## src/hw/ttpl_consts.svh

```systemverilog
// constants for the thermal throttle and performance limit block
`ifndef TTPL_CONSTS_SVH
`define TTPL_CONSTS_SVH
`define TTPL_TEMP_MAX_C 8'h64
`define TTPL_TEMP_TRIP_C 8'h7D
`define TTPL_ADDR_CTRL 4'h0
`define TTPL_ADDR_DUTY 4'h1
`define TTPL_ADDR_PSEL 4'h2
`define TTPL_ADDR_PLIM 4'h3
`define TTPL_ADDR_STAT 4'h4
`define TTPL_CTRL_ONDEM_BIT 0
`define TTPL_CTRL_FORCE_BIT 1
`define TTPL_DUTY_RST 8'h64
`define TTPL_PSEL_RST 3'h0
`define TTPL_PERIOD_CYC 8'h64
`endif

```

## src/hw/ttpl_pkg.sv

```systemverilog
// types shared by the thermal throttle and performance limit block
package ttpl_pkg;
  typedef enum logic [2:0] {
    TTPL_IDLE = 3'b001,
    TTPL_CLKSTOP = 3'b010,
    TTPL_PSDROP = 3'b100
  } ttpl_mode_t;

  typedef struct packed {
    logic [3:0] addr;
    logic [7:0] wdata;
    logic wr;
    logic rd;
  } ttpl_bus_t;

  typedef struct packed {
    ttpl_mode_t mode;
    logic ondem_en;
    logic force_auto;
    logic [7:0] duty;
    logic [2:0] psel;
    logic [2:0] plim;
    logic [7:0] phase;
    logic gate;
    logic [2:0] pstate;
    logic trip;
    logic [7:0] rdata;
  } ttpl_state_t;
endpackage

```

## src/hw/ttpl_top.sv

```systemverilog
// thermal throttle unit, clock modulation and performance state limit
//
// Operation
// - the throttle unit turns on whenever die temperature reaches the maximum.
// - the activation threshold is 100 degrees Celsius.
// - the threshold is a fixed constant, neither writable nor readable.
// - the clock-stop method gates the core clock at a 50 percent duty cycle while on-demand modulation is off; otherwise the duty value applies.
// - the state-drop method moves to the lowest performance state when hot.
// - the state-drop method exists per variant; without it only clock-stop.
// - automatic and on-demand activation exist; automatic needs no handler.
// - the active-low shutdown output asserts at about 125 degrees Celsius.
// - the shutdown output is independent of activity and makes no bus cycle.
// - the software-selected performance state is applied at runtime.
// - with performance states, a configured frequency ceiling is never exceeded by the chosen state.
// - a variant without performance states runs one fixed frequency.
// - on-demand modulation gates the clock with the configured duty value.
// - the duty value is the percentage of time the clock runs.
`timescale 1ns/1ps
`include "ttpl_consts.svh"
module ttpl_top
  import ttpl_pkg::*;
#(
  parameter bit HAS_PSTATES = 1'b1,
  parameter int NUM_PSTATES = 6
)
(
  // clock and reset
  input wire logic CLK_IN,
  input wire logic RST_IN,
  // on-die sensor, whole degrees Celsius
  input wire logic [7:0] DIE_TEMP_IN,
  // register port
  input wire logic [3:0] REG_ADDR_IN,
  input wire logic [7:0] REG_WDATA_IN,
  input wire logic REG_WR_IN,
  input wire logic REG_RD_IN,
  output logic [7:0] REG_RDATA_OUT,
  // core clock tree and power control
  output logic CORE_CLK_RUN_OUT,
  output logic [2:0] PERF_STATE_OUT,
  output logic THROTTLE_ACTIVE_OUT,
  output logic OVERTEMP_SHUTDOWN_N_OUT
);

  if (NUM_PSTATES < 1 || NUM_PSTATES > 8)
  begin : g_bad_pstates
    $error("NUM_PSTATES must be 1 to 8");
  end

  localparam logic [2:0] PS_LOW = 3'(NUM_PSTATES - 1);

  ttpl_state_t cur_ff;
  ttpl_state_t nxt_cur;
  ttpl_bus_t bus;

  assign bus = '{addr: REG_ADDR_IN, wdata: REG_WDATA_IN,
                 wr: REG_WR_IN, rd: REG_RD_IN};

  // state 0 is fastest; a larger index is a lower frequency
  function automatic logic [2:0] clamp_ps(input logic [7:0] v);
    clamp_ps = (v > 8'(PS_LOW)) ? PS_LOW : v[2:0];
  endfunction

  logic hot;
  logic trip_now;
  logic throttle_on;
  logic [2:0] sw_ps;
  logic [7:0] on_cyc;

  assign hot = DIE_TEMP_IN >= `TTPL_TEMP_MAX_C;
  assign trip_now = DIE_TEMP_IN >= `TTPL_TEMP_TRIP_C;
  // automatic mode follows the sensor alone; force is the on-demand path
  assign throttle_on = hot || cur_ff.force_auto;
  // the ceiling wins over a faster software choice
  assign sw_ps = (cur_ff.psel < cur_ff.plim) ? cur_ff.plim
                                              : cur_ff.psel;
  // duty given in percent of a 100-cycle period, so it maps one to one
  assign on_cyc = cur_ff.ondem_en ? cur_ff.duty
                                  : (`TTPL_PERIOD_CYC >> 1);

  always_comb
  begin
    nxt_cur = cur_ff;
    nxt_cur.rdata = 8'h00;
    if (bus.wr)
    begin
      unique case (bus.addr)
        `TTPL_ADDR_CTRL:
        begin
          nxt_cur.ondem_en = bus.wdata[`TTPL_CTRL_ONDEM_BIT];
          nxt_cur.force_auto = bus.wdata[`TTPL_CTRL_FORCE_BIT];
        end
        `TTPL_ADDR_DUTY:
          nxt_cur.duty = (bus.wdata > `TTPL_PERIOD_CYC) ?
                         `TTPL_PERIOD_CYC : bus.wdata;
        `TTPL_ADDR_PSEL: nxt_cur.psel = clamp_ps(bus.wdata);
        `TTPL_ADDR_PLIM: nxt_cur.plim = clamp_ps(bus.wdata);
        default: ;
      endcase
    end
    if (bus.rd)
    begin
      // the threshold has no address: it stays invisible to software
      unique case (bus.addr)
        `TTPL_ADDR_CTRL: nxt_cur.rdata = {6'h00, cur_ff.force_auto,
                                          cur_ff.ondem_en};
        `TTPL_ADDR_DUTY: nxt_cur.rdata = cur_ff.duty;
        `TTPL_ADDR_PSEL: nxt_cur.rdata = {5'h00, cur_ff.psel};
        `TTPL_ADDR_PLIM: nxt_cur.rdata = {5'h00, cur_ff.plim};
        `TTPL_ADDR_STAT: nxt_cur.rdata = {cur_ff.trip, cur_ff.gate,
                                          cur_ff.pstate, cur_ff.mode};
        default: nxt_cur.rdata = 8'h00;
      endcase
    end

    unique case (cur_ff.mode)
      TTPL_IDLE:
        if (throttle_on)
          nxt_cur.mode = HAS_PSTATES ? TTPL_PSDROP : TTPL_CLKSTOP;
      TTPL_CLKSTOP, TTPL_PSDROP:
        if (!throttle_on)
          nxt_cur.mode = TTPL_IDLE;
      default: nxt_cur.mode = TTPL_IDLE;
    endcase

    // fixed modulation period shared by both gating sources
    nxt_cur.phase = (cur_ff.phase == `TTPL_PERIOD_CYC - 8'h01) ?
                    8'h00 : cur_ff.phase + 8'h01;
    if (cur_ff.mode == TTPL_CLKSTOP || cur_ff.ondem_en)
      nxt_cur.gate = cur_ff.phase >= on_cyc;
    else
      nxt_cur.gate = 1'b0;

    if (!HAS_PSTATES)
      nxt_cur.pstate = 3'h0;
    else if (cur_ff.mode == TTPL_PSDROP)
      nxt_cur.pstate = PS_LOW;
    else
      nxt_cur.pstate = sw_ps;

    // sticky: cooling alone never withdraws the shutdown request
    if (DIE_TEMP_IN >= `TTPL_TEMP_TRIP_C)
      nxt_cur.trip = 1'b1;
  end

  always_ff @(posedge CLK_IN or posedge RST_IN)
  begin
    if (RST_IN)
    begin
      cur_ff <= '{mode: TTPL_IDLE, ondem_en: 1'b0, force_auto: 1'b0,
                  duty: `TTPL_DUTY_RST, psel: `TTPL_PSEL_RST,
                  plim: 3'h0, phase: 8'h00, gate: 1'b0,
                  pstate: 3'h0, trip: 1'b0, rdata: 8'h00};
    end
    else
    begin
      cur_ff <= nxt_cur;
    end
  end

  assign REG_RDATA_OUT = cur_ff.rdata;
  assign CORE_CLK_RUN_OUT = !cur_ff.gate;
  assign PERF_STATE_OUT = cur_ff.pstate;
  assign THROTTLE_ACTIVE_OUT = cur_ff.mode != TTPL_IDLE;
  assign OVERTEMP_SHUTDOWN_N_OUT = !cur_ff.trip;
endmodule

```

## config.mk

```make
export PLATFORM = sky130hd
export DESIGN_NAME = ttpl_top
export DESIGN_NICKNAME = d
export VERILOG_FILES = /design/src/hw/ttpl_pkg.sv /design/src/hw/ttpl_top.sv
export VERILOG_INCLUDE_DIRS = /design/src /design/src/hw
export SDC_FILE = /design/constraint.sdc
export NUM_CORES = 1
export LEC_CHECK = 0
export ABC_AREA = 1
export BUFFER_PORTS_ARGS = -buffer_cell sky130_fd_sc_hd__buf_2
export CORE_MARGIN = 3
export CORE_UTILIZATION = 56
export DETAILED_ROUTE_END_ITERATION = 7
export GPL_TIMING_DRIVEN = 1
export PLACE_DENSITY_LB_ADDON = 0.1
export SETUP_SLACK_MARGIN = 0.1
export SYNTH_ARGS = -nofsm -noshare
export SYNTH_HDL_FRONTEND = slang
export SYNTH_SLANG_ARGS = --single-unit
export TNS_END_PERCENT = 50
```

## constraint.sdc

```tcl
create_clock -name CLK_IN -period 1.5 [get_ports CLK_IN]
set_input_delay 0.075 -clock CLK_IN [delete_from_list [all_inputs] [get_ports CLK_IN]]
set_output_delay 0.075 -clock CLK_IN [all_outputs]
set_load 0.02 [all_outputs]
```

-- Word-level counts from Yosys, hierarchy flattened
Cells that the tools add are included.
- bits of input ports: 24
- logic and storage cells: 52
- output and inout bits: 14
- bits in registers: 40
- add/sub/neg operators: 1
- equal/unequal tests: 11
- muxes and demuxes: 12
- reductions and logical operators: 11
- order comparisons: 6
- operator list (cell ; count):
    $pmux 8 s5 ; 1
    $mux 8 ; 4
    $ge 8x7->1 const B ; 2
    $mux 3 ; 5
    $reduce_and 2->1 ; 5
    $add 8x1->8 const B ; 1
    $eq 4x2->1 const B ; 2
    $eq 8x7->1 const B ; 1
    $ge 8x8->1 ; 1
    $gt 8x3->1 const B ; 1
    $gt 8x7->1 const B ; 1
    $pmux 3 s2 ; 1
    $eq 4x1->1 const B ; 1
    $eq 4x3->1 const B ; 1
    $logic_not 4->1 ; 1
    $ne 2x2->1 const B ; 2
    $eq 3x1->1 const B ; 1
    $eq 3x2->1 const B ; 1
    $eq 3x3->1 const B ; 1
    $lt 3x3->1 ; 1
    $ne 3x1->1 const B ; 1
    $logic_not 1->1 ; 2
    $logic_or 1x1->1 ; 2
    $reduce_or 2->1 ; 1
    $mux 1 ; 1

-- Logic depth before layout (Yosys ltp)
Gate-level depths: netlist of the first run.
- depth after elaboration: 4
- depth in mapped cells: 10
- depth with buffers taken out: 10

-- Worst setup path after synthesis of the first run
No wires, ideal clock.
- kind: register to register
- from: register cur_ff[23] (netlist bit)
- to: register cur_ff (netlist bit PERF_STATE_OUT[1])
- cell stages (with the launch flop): 7
- required time: 1.381 ns
- period minus slack after synthesis: 1.315 ns
- path slack: 0.185 ns
- arrival: 1.196 ns
- cell sequence: dfrtp_1 > inv_1 > ha_1 > a21oi_1 > nand3_1 > nand2_1 > nor2_1
- RTL lines (item ; line ; RTL):
    from (decl) ; ttpl_top.sv:52 ; ttpl_state_t cur_ff;
    from (signal assigned) ; ttpl_top.sv:150 ; cur_ff <= '{mode: TTPL_IDLE, ondem_en: 1'b0, force_auto: 1'b0,
    from (signal assigned) ; ttpl_top.sv:157 ; cur_ff <= nxt_cur;

==> reports/metrics.cfg, run 1 <==
[drt]
avgViaCountPerCell=5.05
drtPass1Iterations=4
drc=0
vias=1792
drt_wl_total_um=4350
drt-wirelength-per-cell_um=12.3
drtIter0Drc=93
postRouteAntennaNets=0

[setup_path]
critPathBufInv=0
critPathKind=flop to flop
critPathMaxFanout=3
start_kind=flop
crit_chain=nor2_1 > ha_1 > a21oi_1 > o21a_1 > a21oi_2
required_ns=1.72
crit_arrival_ns=1.57
slowest_stage=dfstp_2
slowest_delay_ns=0.56
crit_path_end_kind=flop
cpLargestDelayFamily=flip-flops

[die]
rows=22
core_um2=3740
start_util_pct=59.1
die_h_um=68.9
dieArea_um2=4740
ioPinCount=38
dieWidth_um=68.9

[timing]
post-route-period-util_pct=89.7
drv_slew=0
fmax_mhz=743
fin_skew_ns=0.00522
finalHoldViolations=0
fin_crit_ns=1.35
setup_viol=0
fin_setup_tns_ns=0
max-slew-margin-rel_pct=68.2
grt_setup_unrepaired=true
tightest_slew_ns=0.477

[yosys]
yosysSeqAreaShare_pct=44.3
syn_inst=270
ys_ff_latch=39
async_flop_share_pct=100
postSynthAreaPerCell_um2=8.20
syn-num-nets=305
ys_warn_count=0
synthFlopType=dfrtp_1
synth-edff-count=0
syn_area_um2=2210
synth_cell_type_count=31

[clock_tree]
cts_tree=built
h-tree-depth=2
clk_path_buf_depth=2
clock_latency_ns=0.29
path_clk_slew_ns=0.07
numCtsBuffers=5
cts_sinks=39
cts-root-buf=clkbuf_8

[placed_design]
numPortBuffers=37
place_inst=341
hpwl_um=3280
gp_congestion=0.876

[finish]
multi_input_area_um2=996
drive_gt1_share_pct=23.1
n_antenna_cell=0
fill_cells=327
final_cells=355
regArea_um2=982
nets=341
syn2layout_area_growth_pct=13.9
final_util_pct=67.3

[worst_hold_path]
hold_path_class=primary input to flop

[run_status]
status=completed

[grt]
grt_pass1_wl_um=7360
grt_pass1_vias=1632
antenna_found_initial=0
overflow=0
grt_max_degree=40
track_usage_pct=20.9

[pwr]
p_per_area_nw_per_um2=1150
power.leakage_nw=1.36
vdd_drop_max_mv=0.746

[flow_run]
max_cap_viol_count=0

through the flow:
step	setup WS [ns]	power (mW)	instance area (µm²)	hold WS, ns
2_1_floorplan	0.185	1.92	2210	0.177
3_3_place_gp	0.107	2.07	2350	0.212
3_5_place_dp	0.0129	2.09	2350	0.224
4_1_cts	0.0771	2.83	2460	0.0387
5_1_grt	0.0678	3.10	2520	0.0477
6_report	0.154	2.90	2520	0.0478
where the power goes:
part / switching, mW / internal, mW
Clock: 0.349 / 0.371
Sequential: 0.130 / 1.23
Combinational: 0.490 / 0.326
path summary, 6_finish.rpt:
check	start	end	slack (ns)	cells after the start
setup / recovery	cur_ff[32]	cur_ff[12]	0.15	5
hold / removal	REG_WDATA_IN[3]	cur_ff[30]	0.05	3
setup reg to reg	cur_ff[32]	cur_ff[12]	0.15	5
hold reg to reg	cur_ff[13]	cur_ff[13]	0.48	1
max in group asynchronous	RST_IN	cur_ff[32]	0.69	4
min in group asynchronous	RST_IN	REG_RDATA_OUT[5]	0.46	4
metal layers:
metal / wire [µm] / vias up / GRT usage, % / share of wire, %
met5: 0 / - / 0 / 0
met1: 2100 / 810 / 29.5 / 48
met3: 170 / 6 / 4.86 / 3.9
met4: 63 / 0 / 6.57 / 1.4
li1: - / 942 / - / -
met2: 2010 / 34 / 31.9 / 46
placed cells by master (no fill, tap or decap), types with 3 or more instances in the layout:
cell type | synthesis | routed
nand2_1 | 48 | 48
dfrtp_1 | 35 | 34
buf_4 | 12 | 5
nand3_1 | 30 | 30
buf_2 | 1 | 37
a21oi_1 | 15 | 13
ha_1 | 11 | 10
nor2_1 | 28 | 28
dfstp_2 | 4 | 4
clkbuf_8 | 0 | 6
nand4_1 | 10 | 10
nor2_2 | 3 | 3
o21ai_0 | 11 | 11
inv_1 | 37 | 36
tightest hold or removal path, cell delays in order:
cell	delay, ns
buf_2	0.10
nand3_1	0.07
nand2_1	0.06
state kept, by name (all words and copies together) (netlist names):
name            flops
cur_ff             28
REG_RDATA_OUT       8
PERF_STATE_OUT      3
what timing repair did:
item,in CTS,in global routing
hold endpoints to repair,36,0
pin swaps,0,3
hold buffers,2,0
endpoints found under the setup margin,4,4
gates resized for setup,1,6
setup buffers,0,4
synthesized netlist by cell type (3+ instances only):
cell	instances	area [µm²]
ha_1	11	138
nand4_1	10	62.6
dfstp_2	4	105
buf_4	12	90.1
dfrtp_1	35	876
o21ai_0	11	55.1
nor2_2	3	18.8
a21oi_1	15	75.1
nor2_1	28	105
nand3_1	30	150
inv_1	37	139
nand2_1	48	180
layout make-up:
type                            count  area share, %
Multi-Input combinational cell    177           39.5
Sequential cell                    39           39.0
Timing Repair Buffer               44           9.63
Inverter                           39           5.91
Clock buffer                        7           3.42
Tap cell                           48           2.38
Clock inverter                      1          0.199
kinds of logic (layout without fill, tap and decap cells):
kind of cell	after synthesis	count (layout)	share of synthesized area, %
flops	39	39	44.3
xor+xnor	3	3	1.19
simple gates	128	128	27.5
buf+inv	54	91	11.9
compound gates	35	35	8.87
fa+ha+maj	11	11	6.22
(Power assumes the default switching activity.)
==> inputs of run 2 (changes only) <==
REMOVE_ABC_BUFFERS = 1   (was default)
==> reports/metrics.cfg, run 2 (synthesis results as in run 1) <==
[drt]
drc=0  ; unchanged
drtPass1Iterations=4  ; unchanged
drt-wirelength-per-cell_um=12.4  ; +1.2%
avgViaCountPerCell=5.02  ; -0.50%
drt_wl_total_um=4380  ; +0.60%
postRouteAntennaNets=0  ; unchanged
vias=1773  ; -1.1%
drtIter0Drc=130  ; +40%

[clock_tree]
numCtsBuffers=5  ; unchanged
clk_path_buf_depth=2  ; unchanged
cts-root-buf=clkbuf_8
clock_latency_ns=0.29  ; about the same
cts_tree=built
cts_sinks=39  ; unchanged
h-tree-depth=2  ; unchanged
path_clk_slew_ns=0.07  ; about the same

[finish]
drive_gt1_share_pct=22.0  ; -1.2 points
fill_cells=345  ; +5.5%
largest_register=cur_ff
nets=339  ; -0.59%
largest_reg_flops=28  ; unchanged
n_antenna_cell=0  ; unchanged
multi_input_area_um2=992  ; -0.38%
mostFrequentLayoutCell=nand2_1
regArea_um2=982  ; unchanged
final_cell_mix=nand2_1, buf_2, inv_1, dfrtp_1, nand3_1
syn2layout_area_growth_pct=12.6
final_util_pct=66.6  ; -0.77 points
stdcell_area_um2=2490  ; -1.1%

[setup_path]
crit_arrival_ns=1.51  ; -0.06 ns
rr_startpoint=cur_ff[36]
crit_path_end_kind=flop
crit_start=cur_ff[36]
critPathKind=flop to flop
required_ns=1.68  ; -0.04 ns
reg2reg_to=cur_ff[12]
crit_end=cur_ff[12]
start_kind=flop
critPathMaxFanout=6  ; +3
worst-r2r-cell-count=7  ; +2
worst-r2r-setup-slack_ns=0.17  ; about the same

[timing]
fin_crit_ns=1.33  ; -0.0129 ns
tightest_slew_ns=0.475  ; -0.00170 ns
fin_setup_tns_ns=0  ; unchanged
post-route-period-util_pct=88.9  ; -0.86 points
fmax_mhz=750  ; +0.97%
holdWs_ns=0.0366  ; -0.0112 ns
max-slew-margin-rel_pct=68.3  ; +0.11 points
finalHoldViolations=0  ; unchanged
setup_viol=0  ; unchanged
grt_setup_unrepaired=true
fin_skew_ns=0.00363  ; -0.00158 ns
drv_slew=0  ; unchanged

[worst_hold_path]
hold_path_class=primary input to flop
hold_depth=3  ; unchanged

[die]
start_util_pct=59.1  ; unchanged
die_h_um=68.9  ; unchanged
rows=22  ; unchanged
dieArea_um2=4740  ; unchanged
dieWidth_um=68.9  ; unchanged
core_um2=3740  ; unchanged
ioPinCount=38  ; unchanged

[placed_design]
gp_congestion=0.864  ; -1.3%
hpwl_um=3300  ; +0.57%
numPortBuffers=37  ; unchanged
placed_cell_area_um2=2360  ; +0.32%

[pwr]
vdd_drop_max_mv=0.618  ; -17%
p_per_area_nw_per_um2=1130  ; -1.7%
p_total_mw=2.82  ; -2.8%
power.leakage_nw=1.35  ; -1.2%

[run_status]
status=completed

[grt]
grt_pass1_wl_um=7380  ; +0.38%
grt_pass1_vias=1641  ; +0.55%
grt_max_degree=40  ; unchanged
overflow=0  ; unchanged
track_usage_pct=20.9  ; -0.043 points
antenna_found_initial=0  ; unchanged

[flow_run]
max_cap_viol_count=0  ; unchanged

run 2: cell count changes in the layout (fill, tap and decap cells not counted):
| cell | delta |
|---|---|
| buf_4 | -2 |
| a21oi_1 | +1 |
| a21oi_2 | -1 |
| clkbuf_1 | +1 |
| clkbuf_8 | -1 |
run 2: cell type report:
type / count / area share (%)
multi-input combinational: 177 / 39.8
clock inverter: 1 / 0.201
timing repair buffer: 42 / 9.14
clock buffer: 7 / 3.06
tap: 48 / 2.41
inverter: 39 / 5.97
sequential: 39 / 39.4
run 2: repair_timing:
| action | in CTS | in global routing |
|---|---|---|
| gates cloned | 0 | 0 |
| hold buffers | 2 | 0 |
| gates resized for setup | 1 | 5 |
| hold endpoints to repair | 36 | 0 |
| buffers inserted | 0 | 1 |
| setup endpoints to repair | 3 | 3 |
| pin swaps | 0 | 2 |
run 2: metal layers:
metal	track usage [%]	wire, µm	up-vias
met5	0	0	-
met2	32.4	1970	41
met3	5.51	251	2
met4	4.38	8	0
met1	29.4	2140	791
li1	-	-	939
run 2: worst min-delay path by stage:
stage | start | end | slack [ns]
2_1_floorplan | DIE_TEMP_IN[7] | cur_ff[8] | 0.18
3_3_place_gp | RST_IN | cur_ff[18] | 0.21
3_5_place_dp | RST_IN | cur_ff[20] | 0.22
4_1_cts | REG_WDATA_IN[3] | cur_ff[30] | 0.03
5_1_grt | REG_WDATA_IN[4] | cur_ff[31] | 0.05
6_report | REG_WDATA_IN[3] | cur_ff[30] | 0.04
run 2: critical path, cell delays in order, from the launching register on:
cell     delay (ns)
dfrtp_2        0.43
buf_4          0.14
nand2_1        0.06
ha_1           0.29
a21oi_1        0.15
nand2_1        0.07
nand2_1        0.05
a21oi_1        0.05
run 2: through the flow:
stage,setup slack [ns],std cells
global placement,0.112,342
detailed placement,0.0869,342
floorplan,0.185,255
finish,0.167,353
global route,0.0942,353
CTS,0.0766,352
run 2: power breakdown:
| part | total [mW] | internal, mW | switching [mW] |
|---|---|---|---|
| registers | 1.36 | 1.23 | 0.124 |
| logic | 0.785 | 0.305 | 0.480 |
| clock network | 0.675 | 0.326 | 0.349 |
